<file path="config.mk">
export PLATFORM = sky130hd
export DESIGN_NAME = rfrx_framing_ctrl
export DESIGN_NICKNAME = d
export VERILOG_FILES = /design/src/rfrx_pkg.sv /design/src/rfrx_framing_ctrl.sv /design/src/rfrx_step_timer.sv /design/src/rfrx_collision.sv
export VERILOG_INCLUDE_DIRS = /design/src
export SDC_FILE = /design/constraint.sdc
export NUM_CORES = 1
export LEC_CHECK = 0
export BUFFER_PORTS_ARGS = -buffer_cell sky130_fd_sc_hd__buf_2
export CORE_UTILIZATION = 25
export CTS_CLUSTER_SIZE = 20
export DETAILED_ROUTE_END_ITERATION = 10
export PLACE_DENSITY = 0.44
export SYNTH_ARGS = -nofsm -noshare
export SYNTH_HDL_FRONTEND = slang
export SYNTH_HIERARCHICAL = 1
export SYNTH_SLANG_ARGS = --single-unit
</file>
<file path="constraint.sdc">
create_clock -name pclk -period 4.49 [get_ports pclk]
set_input_delay 0.898 -clock pclk [delete_from_list [all_inputs] [get_ports pclk]]
set_output_delay 0.898 -clock pclk [all_outputs]
set_load 0.02 [all_outputs]
</file>
<file path="src/rfrx_defs.svh">
// Constants of the receive framing control block.
//Function
//- Top bit one skips received CRC checking.
//- Direct-kind bit picks subcarrier or decoder stream.
//- Codes 00000-00111 select vicinity coding variants.
//- Default protocol code is 00010.
//- Codes 01000-01011 select type A rates.
//- Codes 01100-01111 select type B rates.
//- Proximity code rate governs receive rate only.
//- Type A collision raises request and flag.
//- Collision position split over two registers.
//- Position counts bits from zero after start.
//- Guard holds decoders reset after transmit.
//- Protocol write presets the receive-wait register.
//- Empty slot raises request and no-response flag.
//- No-response limit is value times 37.76us.
//- Protocol selection presets the no-response register.
//- Protocol write reloads all related defaults.
//- Strip CRC, pass clean bytes to FIFO.
`ifndef RFRX_DEFS_SVH
`define RFRX_DEFS_SVH
// Register indices; the byte address is four times the index.
`define RFRX_IDX_PROTOCOL 8'h01
`define RFRX_IDX_RATE 8'h03
`define RFRX_IDX_NO_RESP 8'h07
`define RFRX_IDX_RX_WAIT 8'h08
`define RFRX_IDX_IRQ_STATUS 8'h0C
`define RFRX_IDX_COL_MASK 8'h0D
`define RFRX_IDX_COL_POS 8'h0E
// Field positions.
`define RFRX_BIT_NO_CRC 7
`define RFRX_BIT_DIR_KIND 6
`define RFRX_BIT_READER 5
`define RFRX_BIT_ST_NORESP 0
`define RFRX_BIT_ST_COLL 1
// Reset values.
`define RFRX_RST_PROTOCOL 8'h02
`define RFRX_RST_RATE 8'h00
`define RFRX_RST_MASK 6'h00
// Presets per protocol family.
`define RFRX_PRE_WAIT_VIC 8'h1F
`define RFRX_PRE_WAIT_A 8'h0E
`define RFRX_PRE_WAIT_B 8'h0E
`define RFRX_PRE_NORESP_VIC 8'h10
`define RFRX_PRE_NORESP_A 8'h0E
`define RFRX_PRE_NORESP_B 8'h0E
// Timer steps in picoseconds and the clock period.
`define RFRX_CLK_PS 25000
`define RFRX_GUARD_STEP_PS 9440000
`define RFRX_NORESP_STEP_PS 37760000
// Guard is a least time (round up), no-response a longest (round down).
`define RFRX_GUARD_CYC \
	((`RFRX_GUARD_STEP_PS + `RFRX_CLK_PS - 1) / `RFRX_CLK_PS)
`define RFRX_NORESP_CYC (`RFRX_NORESP_STEP_PS / `RFRX_CLK_PS)
`endif

</file>
<file path="src/rfrx_pkg.sv">
// Types of the receive framing control block.
package rfrx_pkg;
	// Protocol family decoded from the code bits.
	typedef enum logic [1:0] {
		RFRX_FAM_NONE = 2'b00,
		RFRX_FAM_VIC = 2'b01,
		RFRX_FAM_PROX_A = 2'b10,
		RFRX_FAM_PROX_B = 2'b11
	} rfrx_family_t;
	// Decoded receiver configuration.
	typedef struct packed {
		rfrx_family_t family;
		logic vic_one_of_256;
		logic vic_high_rate;
		logic vic_double_sub;
		logic [1:0] rx_rate;
		logic crc_check;
		logic dir_bitstream;
	} rfrx_cfg_t;
	// State of a step timer.
	typedef struct packed {
		logic [10:0] pre;
		logic [7:0] cnt;
		logic busy;
		logic done;
	} rfrx_tmr_t;
	// State of the collision locator.
	typedef struct packed {
		logic [9:0] count;
		logic [9:0] pos;
		logic hit;
	} rfrx_col_t;
	// State of the top block.
	typedef struct packed {
		logic [7:0] protocol;
		logic [7:0] rate;
		logic [7:0] no_resp;
		logic [7:0] rx_wait;
		logic [1:0] status;
		logic [5:0] mask;
		logic [31:0] prdata;
		logic pready;
		logic pslverr;
		logic irq;
		rfrx_cfg_t cfg;
		logic [1:0] tx_rate;
		logic direct_data;
		logic direct_clk;
		logic [7:0] fifo_wdata;
		logic fifo_wvalid;
	} rfrx_top_t;
endpackage

</file>
<file path="src/rfrx_framing_ctrl.sv">
// Receive framing control: protocol select, timers, collision report.
//
// The APB register port was decided locally.
`timescale 1ns/1ps
`include "rfrx_defs.svh"
module rfrx_framing_ctrl import rfrx_pkg::*; (
	// Clock and reset.
	input wire logic pclk,
	input wire logic presetn,
	// APB slave.
	input wire logic psel,
	input wire logic penable,
	input wire logic pwrite,
	input wire logic [7:0] paddr,
	input wire logic [31:0] pwdata,
	output logic [31:0] prdata,
	output logic pready,
	output logic pslverr,
	// Transmitter and slot events.
	input wire logic tx_end,
	input wire logic slot_start,
	input wire logic rx_start,
	// Bit decoder stream.
	input wire logic frame_start,
	input wire logic bit_valid,
	input wire logic bit_collision,
	input wire logic direct_mode,
	input wire logic subcarrier_in,
	input wire logic dec_bit,
	input wire logic dec_clk,
	// Framed receive bytes.
	input wire logic [7:0] rx_byte,
	input wire logic rx_byte_valid,
	input wire logic rx_byte_is_crc,
	// Receive FIFO write side.
	output logic [7:0] fifo_wdata,
	output logic fifo_wvalid,
	// Decoder configuration.
	output rfrx_cfg_t rx_cfg,
	output logic [1:0] tx_rate,
	output logic decoder_reset,
	// Direct mode outputs.
	output logic direct_data,
	output logic direct_clk,
	// Interrupt request.
	output logic irq
);
	rfrx_top_t r; // Registered state.
	rfrx_top_t next_r; // Next state.
	logic guard_busy; // Decoders held in reset.
	logic noresp_done; // Slot expired without answer.
	logic col_hit; // Collision located this cycle.
	logic [9:0] col_pos; // Latched collision bit number.
	logic setup; // APB setup phase.
	logic access; // APB access phase completing.
	logic [7:0] idx; // Register index from the byte address.
	logic mapped; // Index names a register.

	// Decodes a protocol register value into receiver settings.
	// It serves the live settings and both preset tables alike.
	function automatic rfrx_cfg_t decode(input logic [7:0] p);
		rfrx_cfg_t c;
		c = '0;
		// Reader mode is assumed; bit 5 is stored but not acted on.
		// Bits 4:3 pick the vicinity family and bits 4:2 a proximity type;
		// the bits below them give the variant within it.
		if (p[4:3] == 2'b00) begin
			// Eight vicinity variants share one decoder.
			c.family = RFRX_FAM_VIC;
		end else if (p[4:2] == 3'b010) begin
			// Type A at one of four rates.
			c.family = RFRX_FAM_PROX_A;
		end else if (p[4:2] == 3'b011) begin
			// Type B at one of four rates.
			c.family = RFRX_FAM_PROX_B;
		end else begin
			// Reserved and unsupported codes select no decoder.
			c.family = RFRX_FAM_NONE;
		end
		// Variant bits are forced low outside the vicinity family, so a
		// stale bit never reaches a decoder that is idle.
		c.vic_one_of_256 = (p[4:3] == 2'b00) && p[0];
		c.vic_high_rate = (p[4:3] == 2'b00) && p[1];
		c.vic_double_sub = (p[4:3] == 2'b00) && p[2];
		// Low two bits give 106, 212, 424 or 848 kbps on receive.
		c.rx_rate = (p[4:3] == 2'b01) ? p[1:0] : 2'b00;
		// The stored bit means skip; the framer wants the opposite sense.
		c.crc_check = !p[`RFRX_BIT_NO_CRC];
		c.dir_bitstream = p[`RFRX_BIT_DIR_KIND];
		return c;
	endfunction

	// Receive-wait preset for the minimum tag response time.
	function automatic logic [7:0] pre_wait(input logic [7:0] p);
		rfrx_cfg_t c;
		c = decode(p);
		if (c.family == RFRX_FAM_VIC) begin
			// Vicinity cards get the longer wait.
			return `RFRX_PRE_WAIT_VIC;
		end else if (c.family == RFRX_FAM_PROX_A) begin
			return `RFRX_PRE_WAIT_A;
		end else begin
			// Type B and the reserved codes share one preset.
			return `RFRX_PRE_WAIT_B;
		end
	endfunction

	// No-response preset per protocol.
	function automatic logic [7:0] pre_noresp(input logic [7:0] p);
		rfrx_cfg_t c;
		c = decode(p);
		if (c.family == RFRX_FAM_VIC) begin
			// Vicinity slots are allowed the longest silence.
			return `RFRX_PRE_NORESP_VIC;
		end else if (c.family == RFRX_FAM_PROX_A) begin
			return `RFRX_PRE_NORESP_A;
		end else begin
			// Type B and the reserved codes share one preset.
			return `RFRX_PRE_NORESP_B;
		end
	endfunction

	// Guard after transmit; restarted by every transmit end. The step is
	// rounded up, so the decoders are never let go before the wait ends;
	// the price is at most one clock of extra deafness per step.
	rfrx_step_timer #(
		.STEP(11'(`RFRX_GUARD_CYC))
	) u_guard (
		.pclk(pclk),
		.presetn(presetn),
		.start(tx_end),
		.cancel(1'b0),
		.steps(r.rx_wait),
		.busy(guard_busy),
		.done()
	);

	// Slot timer; a tag answer cancels it. The step is rounded down, so
	// an empty slot is never reported later than the limit allows.
	rfrx_step_timer #(
		.STEP(11'(`RFRX_NORESP_CYC))
	) u_noresp (
		.pclk(pclk),
		.presetn(presetn),
		.start(slot_start),
		.cancel(rx_start),
		.steps(r.no_resp),
		// Only the outcome of the slot timer is used.
		.busy(),
		.done(noresp_done)
	);

	// Collision reporting is active for type A only. Bits that arrive
	// during the guard are transients and are not numbered, so they
	// cannot shift the reported position.
	rfrx_collision u_coll (
		.pclk(pclk),
		.presetn(presetn),
		.frame_start(frame_start),
		.bit_valid(bit_valid && !guard_busy),
		.bit_collision(bit_collision),
		.enable(r.cfg.family == RFRX_FAM_PROX_A),
		.pos(col_pos),
		.hit(col_hit)
	);

	// APB phase and address decode. A misaligned byte address is refused
	// rather than rounded down, so a wrong pointer in software shows up.
	always_comb begin
		setup = psel && !penable;
		access = psel && penable;
		idx = {2'b00, paddr[7:2]};
		mapped = (paddr[1:0] == 2'b00) &&
			(idx == `RFRX_IDX_PROTOCOL || idx == `RFRX_IDX_RATE ||
			idx == `RFRX_IDX_NO_RESP || idx == `RFRX_IDX_RX_WAIT ||
			idx == `RFRX_IDX_IRQ_STATUS || idx == `RFRX_IDX_COL_MASK ||
			idx == `RFRX_IDX_COL_POS);
	end

	// Next-state logic for registers, status and outputs.
	always_comb begin
		next_r = r;
		// The slave answers in the cycle after setup, so pready stays high.
		// It is low only in reset, which keeps a master from finishing a
		// transfer while the registers are being preset.
		next_r.pready = 1'b1;
		// Read data and error are prepared in setup, shown in access.
		if (setup) begin
			next_r.pslverr = !mapped;
			// Unmapped indices and the upper bytes read as zero.
			next_r.prdata = 32'h00000000;
			if (idx == `RFRX_IDX_PROTOCOL) begin
				next_r.prdata[7:0] = r.protocol;
			end else if (idx == `RFRX_IDX_RATE) begin
				next_r.prdata[7:0] = r.rate;
			end else if (idx == `RFRX_IDX_NO_RESP) begin
				next_r.prdata[7:0] = r.no_resp;
			end else if (idx == `RFRX_IDX_RX_WAIT) begin
				next_r.prdata[7:0] = r.rx_wait;
			end else if (idx == `RFRX_IDX_IRQ_STATUS) begin
				// This copy is what the access phase later clears.
				next_r.prdata[1:0] = r.status;
			end else if (idx == `RFRX_IDX_COL_MASK) begin
				// The top position bits share a word with the mask bits.
				next_r.prdata[7:0] = {col_pos[9:8], r.mask};
			end else if (idx == `RFRX_IDX_COL_POS) begin
				next_r.prdata[7:0] = col_pos[7:0];
			end
		end
		// Writes take effect at the completing access edge.
		if (access && pwrite && !r.pslverr) begin
			if (idx == `RFRX_IDX_PROTOCOL) begin
				next_r.protocol = pwdata[7:0];
				// Later fine tuning must follow this write.
				next_r.rx_wait = pre_wait(pwdata[7:0]);
				next_r.no_resp = pre_noresp(pwdata[7:0]);
			end else if (idx == `RFRX_IDX_RATE) begin
				// Only bits 1:0 steer the transmitter; the rest are kept.
				next_r.rate = pwdata[7:0];
			end else if (idx == `RFRX_IDX_NO_RESP) begin
				// Overrides the preset until the next protocol write.
				next_r.no_resp = pwdata[7:0];
			end else if (idx == `RFRX_IDX_RX_WAIT) begin
				// Used at the next transmit end, not in a running guard.
				next_r.rx_wait = pwdata[7:0];
			end else if (idx == `RFRX_IDX_COL_MASK) begin
				// The position bits above the mask are read only.
				next_r.mask = pwdata[5:0];
			end
		end
		// Reading status clears only the bits that were returned, and a
		// new event in the same cycle is kept: the set wins.
		if (access && !pwrite && idx == `RFRX_IDX_IRQ_STATUS) begin
			next_r.status = r.status & ~r.prdata[1:0];
		end
		if (noresp_done) begin
			next_r.status[`RFRX_BIT_ST_NORESP] = 1'b1;
		end
		// The locator only reports while the type A family is selected.
		if (col_hit) begin
			next_r.status[`RFRX_BIT_ST_COLL] = 1'b1;
		end
		// Mask bit set blocks the matching status bit from the request.
		// The request follows the next status, so it rises with the flag.
		next_r.irq = |(next_r.status & ~next_r.mask[1:0]);
		// Decoding the next value keeps the settings in step with it.
		next_r.cfg = decode(next_r.protocol);
		// Transmit rate comes from the rate register alone.
		// The protocol code sets only the receive rate.
		next_r.tx_rate = next_r.rate[1:0];
		// Direct mode routes raw subcarrier or the decoder stream.
		if (direct_mode && r.cfg.dir_bitstream) begin
			next_r.direct_data = dec_bit;
			next_r.direct_clk = dec_clk;
		end else if (direct_mode) begin
			next_r.direct_data = subcarrier_in;
			// Raw subcarrier carries no clock of its own.
			next_r.direct_clk = 1'b0;
		end else begin
			// Outside direct mode both pins rest low.
			next_r.direct_data = 1'b0;
			next_r.direct_clk = 1'b0;
		end
		// CRC bytes are stripped when checked; bytes in guard are noise.
		// The byte is copied every cycle; only the strobe marks it new.
		next_r.fifo_wdata = rx_byte;
		next_r.fifo_wvalid = rx_byte_valid && !guard_busy &&
			!(rx_byte_is_crc && r.cfg.crc_check);
	end

	// State register.
	always_ff @(posedge pclk or negedge presetn) begin
		if (!presetn) begin
			// Only constants are loaded here, so the reset branch never
			// depends on logic that is itself being reset.
			r <= '0;
			r.protocol <= `RFRX_RST_PROTOCOL;
			r.rate <= `RFRX_RST_RATE;
			r.rx_wait <= `RFRX_PRE_WAIT_VIC;
			r.no_resp <= `RFRX_PRE_NORESP_VIC;
			r.mask <= `RFRX_RST_MASK;
			// The decoded settings are registered, so they are preset to
			// match the default code instead of lagging one cycle.
			r.cfg.family <= RFRX_FAM_VIC;
			r.cfg.vic_high_rate <= 1'b1;
			r.cfg.crc_check <= 1'b1;
		end else begin
			r <= next_r;
		end
	end

	// Outputs straight from flip-flops.
	// The decoder reset comes from the guard timer's own flip-flop.
	assign prdata = r.prdata;
	assign pready = r.pready;
	assign pslverr = r.pslverr;
	assign irq = r.irq;
	assign rx_cfg = r.cfg;
	assign tx_rate = r.tx_rate;
	assign decoder_reset = guard_busy;
	assign direct_data = r.direct_data;
	assign direct_clk = r.direct_clk;
	assign fifo_wdata = r.fifo_wdata;
	assign fifo_wvalid = r.fifo_wvalid;
endmodule // rfrx_framing_ctrl

</file>
<file path="src/rfrx_step_timer.sv">
// Step timer: counts a register value in steps of STEP clock cycles.
`timescale 1ns/1ps
module rfrx_step_timer import rfrx_pkg::*; #(
	parameter logic [10:0] STEP = 11'h17A
) (
	// Clock and reset.
	input wire logic pclk,
	input wire logic presetn,
	// Control.
	input wire logic start,
	input wire logic cancel,
	input wire logic [7:0] steps,
	// Status.
	output logic busy,
	output logic done
);
	rfrx_tmr_t r; // Registered state.
	rfrx_tmr_t next_r; // Next state.

	// A zero value disables the interval; a start restarts it.
	always_comb begin
		next_r = r;
		next_r.done = 1'b0;
		if (start) begin
			// A new interval begins from a full prescaler.
			next_r.pre = STEP - 11'h001;
			next_r.cnt = steps;
			next_r.busy = (steps != 8'h00);
		end else if (cancel) begin
			// The awaited event arrived in time.
			next_r.busy = 1'b0;
		end else if (r.busy) begin
			if (r.pre != 11'h000) begin
				next_r.pre = r.pre - 11'h001;
			end else begin
				// One whole step has passed.
				next_r.pre = STEP - 11'h001;
				next_r.cnt = r.cnt - 8'h01;
				if (r.cnt == 8'h01) begin
					next_r.busy = 1'b0;
					next_r.done = 1'b1;
				end
			end
		end
	end

	// State register.
	always_ff @(posedge pclk or negedge presetn) begin
		if (!presetn) begin
			r <= '0;
		end else begin
			r <= next_r;
		end
	end

	assign busy = r.busy;
	assign done = r.done;
endmodule // rfrx_step_timer

</file>
<file path="src/rfrx_collision.sv">
// Collision locator: numbers received bits and latches a collision.
`timescale 1ns/1ps
module rfrx_collision import rfrx_pkg::*; (
	// Clock and reset.
	input wire logic pclk,
	input wire logic presetn,
	// Receive bit events.
	input wire logic frame_start,
	input wire logic bit_valid,
	input wire logic bit_collision,
	input wire logic enable,
	// Result.
	output logic [9:0] pos,
	output logic hit
);
	rfrx_col_t r; // Registered state.
	rfrx_col_t next_r; // Next state.

	// Bits are numbered from zero right after the start bit, so the
	// command and valid_bits_count_byte take numbers 0 to 15.
	always_comb begin
		next_r = r;
		next_r.hit = 1'b0;
		if (frame_start) begin
			next_r.count = 10'h000;
		end else if (bit_valid) begin
			if (bit_collision && enable) begin
				next_r.pos = r.count;
				next_r.hit = 1'b1;
			end
			// Long frames wrap; only ten bits are reported.
			next_r.count = r.count + 10'h001;
		end
	end

	// State register.
	always_ff @(posedge pclk or negedge presetn) begin
		if (!presetn) begin
			r <= '0;
		end else begin
			r <= next_r;
		end
	end

	assign pos = r.pos;
	assign hit = r.hit;
endmodule // rfrx_collision

</file>
* Word-level counts from Yosys, hierarchy flattened
Cells that the tools add are included.
** Word-level totals
- Bits in registers :: 133
- Bits in latches :: 0
- Memory bits (writable) :: 0
- ROM bits :: 0
- Output and inout port bits :: 58
- Word-level logic and storage cells :: 177
- Memories :: 0
** Operators by class
- $add $sub $neg :: 5
- Multipliers :: 0
- Divide/modulo/power cells :: 0
- Magnitude comparators :: 0
- Eq/ne operators :: 21
- Shift operators :: 0
- Mux-type cells :: 57
- Bitwise logic cells :: 9
- Reduce and logical (&&, ||, !) cells :: 51
** Operators by type and width (number)
- $mux W8 :: 12
- $mux W21 :: 3
- $mux W2 :: 21
- $mux W20 :: 2
- $mux W11 :: 3
- $mux W16 :: 2
- $mux W32 :: 1
- $mux W10 :: 3
- $eq A6 B4 Y1 const B :: 4
- $reduce_bool A11 Y1 :: 2
- $sub A11 B1 Y11 const B :: 2
- $mux W19 :: 1
- $eq A8 B1 Y1 const B :: 2
- $logic_and A1 B1 Y1 :: 16
- $reduce_bool A8 Y1 :: 2
- $sub A8 B1 Y8 const B :: 2
- $eq A3 B2 Y1 const B :: 4
- $reduce_and A3 Y1 :: 4
- $add A10 B1 Y10 const B :: 1
- $mux W5 :: 2
- $ne A2 B2 Y1 const B :: 5
- $reduce_bool A2 Y1 :: 5
- $logic_not A1 Y1 :: 7
- $eq A6 B1 Y1 const B :: 1
- 15 further kinds :: 36

* Depth between registers and ports, before layout
Gate-level depths: netlist of run 1.
- Depth after elaboration :: 14
- Depth in mapped cells :: 7
- Gate-level depth less buffers :: 6

* Hierarchy
The synthesis of run 1 kept the hierarchy.
** By module, submodules not included
- rfrx_framing_ctrl :: instances 1, cells an instance 354, area each 3737.3 um^2, seq. area each 1764.2 um^2
- rfrx_step_timer at u_noresp :: instances 1, cells an instance 130, area each 1266.2 um^2, seq. area each 525.5 um^2
- rfrx_step_timer at u_guard :: instances 1, cells an instance 130, area each 1258.7 um^2, seq. area each 525.5 um^2
- rfrx_collision :: instances 1, cells an instance 84, area each 964.7 um^2, seq. area each 525.5 um^2

* Worst setup path before layout of run 1
No wires, ideal clock.
- Path kind :: input to register
- From :: input paddr[4]
- To :: register r (netlist bit irq)
- Arrival :: 2.194 ns
- Required time :: 4.408 ns
- Path slack :: 2.214 ns
- Stages on the path :: 7
- Cell sequence :: buf_4 > nand4bb_1 > buf_2 > nor4bb_1 > buf_2 > mux2_2 > o22ai_1
** RTL lines
- start, declared :: RTL line rfrx_framing_ctrl.sv:14 : input wire logic [7:0] paddr,
- end signal, assigned :: RTL line rfrx_framing_ctrl.sv:288 : r <= next_r;
- end, declared :: RTL line rfrx_framing_ctrl.sv:48 : rfrx_top_t r;

==> results of run 1 <==
## sequential cells by signal, indices dropped and copies added (netlist names), 8 cells and up
register / count
r: 40
rx_cfg: 8
u_coll/r: 10
u_guard/r: 19
fifo_wdata: 8
u_coll/pos: 10
u_noresp/r: 19
prdata: 8
## per-layer routing
layer  vias up  part of all wire (%)
li1       2480                     -
met1      2528                    50
met2        86                    46
met3        13                   2.9
met4         2                   1.1
met5         -                 0.074
## critical path: stages
cell       delay [ns]
buf_2            0.39
nand4bb_1        0.42
nor4bb_1         0.62
buf_4            0.24
mux2_2           0.34
o22ai_1          0.17
## layout make-up
class                      count  area (um2)
fill                        2936       19870
multi-input combinational    464        3219
tap                          378       473.0
inverter                      31       116.4
timing repair buffer          77       399.1
sequential                   132        3316
antenna                        1       2.502
clock buffer                  19       442.9
clock inverter                13       173.9
## final timing paths
kind                       cells after the start            from  slack (ns)            end
setup reg to reg                               6  u_noresp/r[10]        1.77  u_noresp/r[8]
hold / removal                                 2      u_coll/hit        0.47          r[64]
hold reg to reg                                2      u_coll/hit        0.47          r[64]
max in group asynchronous                      2         presetn        2.96      rx_cfg[1]
setup / recovery                               6        paddr[4]        1.73            irq
min in group asynchronous                      1         presetn        0.59    direct_data
## through the flow
stage | hold slack, ns | total power, mW | util, %
after CTS | 0.4727 | 3.059 | 29.06
after floorplan | 0.4134 | 1.499 | -
after global routing | 0.4909 | 3.150 | 29.06
after detailed placement | 0.4485 | 1.585 | 26.86
final | 0.4694 | 3.012 | 29.07
after global placement | 0.4288 | 1.584 | 26.86
## power groups by stage
| stage | combinational (mW) | sequential [mW] | clock (mW) |
|---|---|---|---|
| after global placement | 0.277 | 1.31 | 0 |
| after global routing | 0.309 | 1.29 | 1.55 |
| final | 0.274 | 1.28 | 1.45 |
| after CTS | 0.279 | 1.29 | 1.49 |
| after detailed placement | 0.278 | 1.31 | 0 |
| after floorplan | 0.206 | 1.29 | 0 |
==> report_table.html, run 1 <==
<table>
<tr><th>Metric</th><th>Value</th></tr>
<tr><th colspan="2">Route</th></tr>
<tr><td>Overall routed net length</td><td>17.61 mm</td></tr>
<tr><td>Number of remaining DRC errors</td><td>0</td></tr>
<tr><td>Detail Route Antenna Nets</td><td>0</td></tr>
<tr><td>Via count</td><td>5109</td></tr>
<tr><td>Detailed-route wire length per cell</td><td>15.80 um</td></tr>
<tr><td>Vias per cell</td><td>4.582</td></tr>
<tr><td>Length of the first detailed-routing pass in iterations</td><td>4</td></tr>
<tr><td>Starting DRC count in detailed routing</td><td>316</td></tr>
<tr><th colspan="2">Floorplan</th></tr>
<tr><td>Die boundary width</td><td>171.6 um</td></tr>
<tr><td>Full die area</td><td>29460 um2</td></tr>
<tr><td>Initial Utilization</td><td>25.68%</td></tr>
<tr><td>Number of cell rows</td><td>61</td></tr>
<tr><td>Floorplan Core Area</td><td>28010 um2</td></tr>
<tr><td>Vert. Die Dim</td><td>171.6 um</td></tr>
<tr><td>I/O pin total</td><td>123</td></tr>
<tr><th colspan="2">Global route</th></tr>
<tr><td>Met3 Usage GRT</td><td>2.094%</td></tr>
<tr><td>Maximum number of pins on one net before global-route repair</td><td>98</td></tr>
<tr><td>GR Util met2</td><td>19.43%</td></tr>
<tr><td>Vias in the first global route</td><td>4924</td></tr>
<tr><td>GR Util met1</td><td>16.95%</td></tr>
<tr><td>Global-route congestion overflow total</td><td>0</td></tr>
<tr><td>Global-route wire length before repair</td><td>27.94 mm</td></tr>
<tr><td>Most Crowded Layer GR</td><td>met2</td></tr>
<tr><td>Total global-route track usage</td><td>12.38%</td></tr>
<tr><td>Number of antenna violations at the first check in global routing</td><td>2</td></tr>
<tr><th colspan="2">Critical path</th></tr>
<tr><td>Worst Path Max Fanout</td><td>19</td></tr>
<tr><td>Type of element launching the critical path</td><td>input pin</td></tr>
<tr><td>Data required, critical path</td><td>4.81 ns</td></tr>
<tr><td>Nature of the critical path endpoint</td><td>flip-flop</td></tr>
<tr><td>Data arrival, critical path</td><td>3.09 ns</td></tr>
<tr><td>WS Path Type</td><td>input pin to flip-flop</td></tr>
<tr><th colspan="2">Pwr</th></tr>
<tr><td>Clock Power Share</td><td>48.2%</td></tr>
<tr><td>Switching part of the total</td><td>25.97%</td></tr>
<tr><td>Switching pwr</td><td>0.7823 mW</td></tr>
<tr><td>Power per cell area</td><td>369.8 nW/um2</td></tr>
<tr><td>Sequential power share</td><td>42.7%</td></tr>
<tr><td>Internal Power</td><td>2.229 mW</td></tr>
<tr><td>Lkg Pwr</td><td>3.617 nW</td></tr>
<tr><td>Part of the total power dissipated in combinational logic</td><td>9.1%</td></tr>
<tr><td>IR Drop Worst-Case VDD</td><td>267.9 uV</td></tr>
<tr><th colspan="2">STA</th></tr>
<tr><td>Number of endpoints with negative hold slack in the final report</td><td>0</td></tr>
<tr><td>Setup TNS</td><td>0 ns</td></tr>
<tr><td>Unrepaired setup endpoints after global routing</td><td>false</td></tr>
<tr><td>Worst rel slew slack</td><td>25.53%</td></tr>
<tr><td>Transition time at the pin with the least slew margin</td><td>1.102 ns</td></tr>
<tr><td>Pins Over Slew Limit</td><td>0</td></tr>
<tr><td>Post-route clock period utilization</td><td>61.53%</td></tr>
<tr><td>Final setup violation count</td><td>0</td></tr>
<tr><td>Maximum clock frequency</td><td>0.3620 GHz</td></tr>
<tr><td>Worst setup skew after layout</td><td>0.01019 ns</td></tr>
<tr><td>Final critical-path setup slack</td><td>1.727 ns</td></tr>
<tr><td>Minimum clock period</td><td>2.763 ns</td></tr>
<tr><th colspan="2">CTS</th></tr>
<tr><td>Worst-skew pair later-pin latency</td><td>0.42 ns</td></tr>
<tr><td>Maximum clock path buffer count</td><td>2</td></tr>
<tr><td>Cts hold-fix bufs</td><td>0</td></tr>
<tr><td>CTS Buf Count</td><td>17</td></tr>
<tr><td>Clock root buffer</td><td>clkbuf_16</td></tr>
<tr><td>Sinks on the clock net</td><td>132</td></tr>
<tr><td>Clock edge transition at the registers on the reported setup and hold paths</td><td>0.06 ns</td></tr>
<tr><td>H-Tree Depth</td><td>4</td></tr>
<tr><td>Post-cts repair resize count</td><td>0</td></tr>
<tr><td>CTS tree</td><td>yes</td></tr>
<tr><td>Post-CTS Setup Bufs</td><td>0</td></tr>
<tr><th colspan="2">Layout</th></tr>
<tr><td>Final Cell Area</td><td>8143 um2</td></tr>
<tr><td>Most common library cell in the layout ignoring fill and taps</td><td>dfrtp_1</td></tr>
<tr><td>Number of standard cells in the layout, taps in and fillers out</td><td>1115</td></tr>
<tr><td>Final net count</td><td>797</td></tr>
<tr><td>Fraction of layout cells with a size suffix above 1</td><td>23.37%</td></tr>
<tr><td>Most frequent cells in the layout</td><td>122 x dfrtp_1, 73 x buf_2, 58 x nand2_1, 35 x nor2_1, 31 x inv_1</td></tr>
<tr><td>Synth-to-Final Area Change</td><td>13.20%</td></tr>
<tr><th colspan="2">Placement</th></tr>
<tr><td>Number of buffers added on ports</td><td>74</td></tr>
<tr><td>Cell Count Post-Placement</td><td>1082</td></tr>
<tr><td>Estimated wirelength of the detail-placed design</td><td>12.30 mm</td></tr>
<tr><td>Pre-CTS setup slack</td><td>1.274 ns</td></tr>
<tr><td>RePlAce Congestion</td><td>0.7426</td></tr>
<tr><td>Post-placement cell area</td><td>7523 um2</td></tr>
<tr><th colspan="2">Hold path</th></tr>
<tr><td>Path class of the lowest-slack min-delay path</td><td>flip-flop to flip-flop</td></tr>
<tr><th colspan="2">Synth</th></tr>
<tr><td>Warning count from the yosys run</td><td>6</td></tr>
<tr><td>Post-Syn Instances</td><td>696</td></tr>
<tr><td>Syn Area/Cell</td><td>10.33 um2</td></tr>
<tr><td>Summed instance area of the synthesized netlist</td><td>7193 um2</td></tr>
<tr><th colspan="2">Flow run</th></tr>
<tr><td>Max-cap violations</td><td>0</td></tr>
<tr><th colspan="2">Run status</th></tr>
<tr><td>Result of the run</td><td>finished clean</td></tr>
</table>
Power figures use the tool's default switching activity.
==> inputs of run 2 (changes only) <==
--- a/config.mk
+++ b/config.mk
@@ -6,11 +6,12 @@
 export SDC_FILE = /design/constraint.sdc
 export NUM_CORES = 1
 export LEC_CHECK = 0
+export ABC_AREA = 1
 export BUFFER_PORTS_ARGS = -buffer_cell sky130_fd_sc_hd__buf_2
 export CORE_UTILIZATION = 25
 export CTS_CLUSTER_SIZE = 20
 export DETAILED_ROUTE_END_ITERATION = 10
-export PLACE_DENSITY = 0.44
+export PLACE_DENSITY = 0.45
 export SYNTH_ARGS = -nofsm -noshare
 export SYNTH_HDL_FRONTEND = slang
 export SYNTH_HIERARCHICAL = 1
==> constraint.sdc (replaced) <==
create_clock -name pclk -period 2.4 [get_ports pclk]
set_input_delay 0.48 -clock pclk [delete_from_list [all_inputs] [get_ports pclk]]
set_output_delay 0.48 -clock pclk [all_outputs]
set_load 0.02 [all_outputs]
==> run 2 against run 1 <==
- sequential power increased by 86%
- clock power rose by 83%
- total power increased by 86%
- die area up 1.6%
- first-iteration DRC count down 16%
- final cell count grew 24%
- clock skew increased by 0.0026 ns
- non-clock buffer count up 8
- count of clock-buffer cells in the layout shrank 2
- highest routed layer is now met4
==> report_table.html, run 2 <==
<table>
<tr><th>Metric</th><th>Value</th></tr>
<tr><th colspan="2">STA</th></tr>
<tr><td>Worst setup skew after layout</td><td>0.01277 ns (+0.002581 ns)</td></tr>
<tr><td>Number of endpoints with negative hold slack in the final report</td><td>0 (unchanged)</td></tr>
<tr><td>Minimum clock period</td><td>1.734 ns</td></tr>
<tr><td>Maximum clock frequency</td><td>0.5767 GHz</td></tr>
<tr><td>Unrepaired setup endpoints after global routing</td><td>false</td></tr>
<tr><td>Worst rel slew slack</td><td>63.63% (+38 points)</td></tr>
<tr><td>Worst-case hold slack</td><td>0.01323 ns (-0.4562 ns)</td></tr>
<tr><td>Setup TNS</td><td>0 ns (unchanged)</td></tr>
<tr><td>Final setup violation count</td><td>0 (unchanged)</td></tr>
<tr><td>Post-route clock period utilization</td><td>72.25%</td></tr>
<tr><td>Pins Over Slew Limit</td><td>0 (unchanged)</td></tr>
<tr><td>Transition time at the pin with the least slew margin</td><td>0.5455 ns (-0.5570 ns)</td></tr>
<tr><td>Final critical-path setup slack</td><td>0.6660 ns (-1.061 ns)</td></tr>
<tr><th colspan="2">Route</th></tr>
<tr><td>Overall routed net length</td><td>17.51 mm (-0.61%)</td></tr>
<tr><td>Top layer used by detailed routing</td><td>met4</td></tr>
<tr><td>Detailed-routing wirelength on met1</td><td>8.670 mm (-1.2%)</td></tr>
<tr><td>Detail Route Antenna Nets</td><td>0 (unchanged)</td></tr>
<tr><td>Length of the first detailed-routing pass in iterations</td><td>5 (+1)</td></tr>
<tr><td>Met2 wire length</td><td>8.150 mm (+0.33%)</td></tr>
<tr><td>Vias per cell</td><td>4.119 (-10%)</td></tr>
<tr><td>Detailed-route wire length per cell</td><td>12.68 um (-20%)</td></tr>
<tr><td>Met3 wirelength from detailed routing</td><td>576 um (+15%)</td></tr>
<tr><td>Number of remaining DRC errors</td><td>0 (unchanged)</td></tr>
<tr><td>Starting DRC count in detailed routing</td><td>265 (-16%)</td></tr>
<tr><td>Via count</td><td>5688 (+11%)</td></tr>
<tr><th colspan="2">Pwr</th></tr>
<tr><td>Lkg Pwr</td><td>4.271 nW (+18%)</td></tr>
<tr><td>Switching pwr</td><td>1.562 mW (+100%)</td></tr>
<tr><td>Part of the total power dissipated in combinational logic</td><td>9.9% (+0.8 points)</td></tr>
<tr><td>Internal Power</td><td>4.034 mW (+81%)</td></tr>
<tr><td>Sequential power share</td><td>42.5% (-0.2 points)</td></tr>
<tr><td>Switching part of the total</td><td>27.92% (+1.9 points)</td></tr>
<tr><td>IR Drop Worst-Case VDD</td><td>361.2 uV (+35%)</td></tr>
<tr><td>Sum of internal, switching and leakage power</td><td>5.596 mW (+86%)</td></tr>
<tr><td>Power per cell area</td><td>667.4 nW/um2 (+80%)</td></tr>
<tr><td>Clock Power Share</td><td>47.6% (-0.6 points)</td></tr>
<tr><th colspan="2">Critical path</th></tr>
<tr><td>Data arrival, critical path</td><td>2.09 ns (-1.00 ns)</td></tr>
<tr><td>Type of element launching the critical path</td><td>flip-flop</td></tr>
<tr><td>WS Path Type</td><td>flip-flop to flip-flop</td></tr>
<tr><td>Nature of the critical path endpoint</td><td>flip-flop</td></tr>
<tr><td>Ordered cell list for the critical path</td><td>inv_1 &gt; ha_1 &gt; inv_1 &gt; nor2_1 &gt; nand2_2 &gt; o21ai_4 &gt; nand2_4 &gt; inv_2 &gt; nand2_1 &gt; nand2_1</td></tr>
<tr><td>Origin of the critical flop-to-flop path</td><td>u_guard/r[10]</td></tr>
<tr><td>Critical register-to-register path endpoint</td><td>u_guard/r[6]</td></tr>
<tr><td>Slowest stage delay, CP</td><td>0.41 ns (-0.21 ns)</td></tr>
<tr><td>Reg-to-reg setup timing slack</td><td>0.67 ns (-1.10 ns)</td></tr>
<tr><td>Worst Path Max Fanout</td><td>16 (-3)</td></tr>
<tr><td>Critical-path top delay cell</td><td>dfrtp_1</td></tr>
<tr><td>Data required, critical path</td><td>2.76 ns (-2.05 ns)</td></tr>
<tr><td>Length in cells of the worst reg-to-reg path</td><td>10 (+4)</td></tr>
<tr><th colspan="2">Layout</th></tr>
<tr><td>Fraction of layout cells with a size suffix above 1</td><td>19.26% (-4.1 points)</td></tr>
<tr><td>Register with the most flip-flops</td><td>r</td></tr>
<tr><td>Final Cell Area</td><td>8386 um2 (+3.0%)</td></tr>
<tr><td>Synth-to-Final Area Change</td><td>14.66%</td></tr>
<tr><td>Most frequent cells in the layout</td><td>274 x nand2_1, 122 x dfrtp_1, 102 x nor2_1, 97 x inv_1, 73 x buf_2</td></tr>
<tr><td>Most common library cell in the layout ignoring fill and taps</td><td>nand2_1</td></tr>
<tr><td>Ant diodes</td><td>0 (-1)</td></tr>
<tr><td>Final Util</td><td>29.22% (+0.14 points)</td></tr>
<tr><td>Flip-flop count of the largest register, all copies and words added</td><td>40 (unchanged)</td></tr>
<tr><td>Biggest regs</td><td>r x40, u_guard/r x19, u_noresp/r x19</td></tr>
<tr><td>Number of standard cells in the layout, taps in and fillers out</td><td>1381 (+24%)</td></tr>
<tr><td>Final net count</td><td>1058 (+33%)</td></tr>
<tr><th colspan="2">Placement</th></tr>
<tr><td>RePlAce Congestion</td><td>0.7874 (+6.0%)</td></tr>
<tr><td>Pre-CTS setup slack</td><td>0.3132 ns (-0.9604 ns)</td></tr>
<tr><td>Cell Count Post-Placement</td><td>1349 (+25%)</td></tr>
<tr><td>Post-placement cell area</td><td>7790 um2 (+3.5%)</td></tr>
<tr><td>Number of buffers added on ports</td><td>74 (unchanged)</td></tr>
<tr><td>Estimated wirelength of the detail-placed design</td><td>12.91 mm (+4.9%)</td></tr>
<tr><th colspan="2">CTS</th></tr>
<tr><td>Maximum clock path buffer count</td><td>2 (unchanged)</td></tr>
<tr><td>Clock edge transition at the registers on the reported setup and hold paths</td><td>0.07 ns (about the same)</td></tr>
<tr><td>Worst-skew pair later-pin latency</td><td>0.42 ns (about the same)</td></tr>
<tr><td>CTS Buf Count</td><td>17 (unchanged)</td></tr>
<tr><td>Post-CTS Setup Bufs</td><td>0 (unchanged)</td></tr>
<tr><td>H-Tree Depth</td><td>4 (unchanged)</td></tr>
<tr><td>Cts hold-fix bufs</td><td>0 (unchanged)</td></tr>
<tr><td>Clock root buffer</td><td>clkbuf_16</td></tr>
<tr><td>Post-cts repair resize count</td><td>0 (unchanged)</td></tr>
<tr><td>CTS tree</td><td>yes</td></tr>
<tr><td>Sinks on the clock net</td><td>132 (unchanged)</td></tr>
<tr><th colspan="2">Global route</th></tr>
<tr><td>Vias in the first global route</td><td>5656 (+15%)</td></tr>
<tr><td>Global-route wire length before repair</td><td>29.71 mm (+6.3%)</td></tr>
<tr><td>Total global-route track usage</td><td>12.51% (+0.13 points)</td></tr>
<tr><td>Number of antenna violations at the first check in global routing</td><td>0 (-2)</td></tr>
<tr><td>Global-route congestion overflow total</td><td>0 (unchanged)</td></tr>
<tr><td>Maximum number of pins on one net before global-route repair</td><td>53 (-46%)</td></tr>
<tr><th colspan="2">Floorplan</th></tr>
<tr><td>Floorplan Core Area</td><td>28700 um2 (+2.5%)</td></tr>
<tr><td>Vert. Die Dim</td><td>173.0 um (+0.82%)</td></tr>
<tr><td>Die boundary width</td><td>173.0 um (+0.82%)</td></tr>
<tr><td>Full die area</td><td>29940 um2 (+1.6%)</td></tr>
<tr><td>Initial Utilization</td><td>25.48% (-0.20 points)</td></tr>
<tr><td>I/O pin total</td><td>123 (unchanged)</td></tr>
<tr><td>Number of cell rows</td><td>62 (+1.6%)</td></tr>
<tr><th colspan="2">Synth</th></tr>
<tr><td>Post-Syn Instances</td><td>930 (+34%)</td></tr>
<tr><td>Syn Area/Cell</td><td>7.864 um2 (-24%)</td></tr>
<tr><td>Summed instance area of the synthesized netlist</td><td>7313 um2 (+1.7%)</td></tr>
<tr><td>Warning count from the yosys run</td><td>6 (unchanged)</td></tr>
<tr><th colspan="2">Flow run</th></tr>
<tr><td>Max-cap violations</td><td>0 (unchanged)</td></tr>
<tr><th colspan="2">Hold path</th></tr>
<tr><td>Path class of the lowest-slack min-delay path</td><td>input pin to asynchronous set/reset pin</td></tr>
<tr><th colspan="2">Run status</th></tr>
<tr><td>Result of the run</td><td>finished clean</td></tr>
</table>
run 2: worst max path at each step:
stage | startpoint | end | cells past startpoint
floorplan | penable | irq | 8
global placement | paddr[7] | r[71] | 9
detailed placement | paddr[7] | r[71] | 9
CTS | u_guard/r[10] | u_guard/r[5] | 10
global route | u_guard/r[10] | u_guard/r[9] | 10
finish | u_guard/r[10] | u_guard/r[6] | 10
run 2: power groups by stage:
stage	Sequential (mW)	Clock, mW	Combinational, mW
2_1_floorplan	2.41	0	0.411
3_3_place_gp	2.42	0	0.564
3_5_place_dp	2.42	0	0.563
4_1_cts	2.38	2.75	0.567
5_1_grt	2.39	2.86	0.639
6_report	2.38	2.66	0.555
run 2: area by class of cell:
class	instances	area, um2
clock inverters	15	170.2
flip-flops and latches	132	3316
repair buffers	85	471.7
well taps	384	480.5
fillers	3153	20320
clock buffers	17	425.4
inverters	107	406.6
multi-input cells	641	3115
run 2: metal layers:
layer  GRT usage [%]  up-vias
li1                -     2947
met1           17.02     2635
met2           20.01       98
met3           2.880        8
met4           3.024        0
met5               0        -
run 2: critical path, delay by kind of cell, from the launching register on:
kind | cells | cell delay (ns)
DFF | 1 | 0.41
AOI/OAI and AO/OA | 1 | 0.20
buffers and inverters | 3 | 0.38
and+or+nand+nor | 5 | 0.54
adders and majority gates | 1 | 0.16
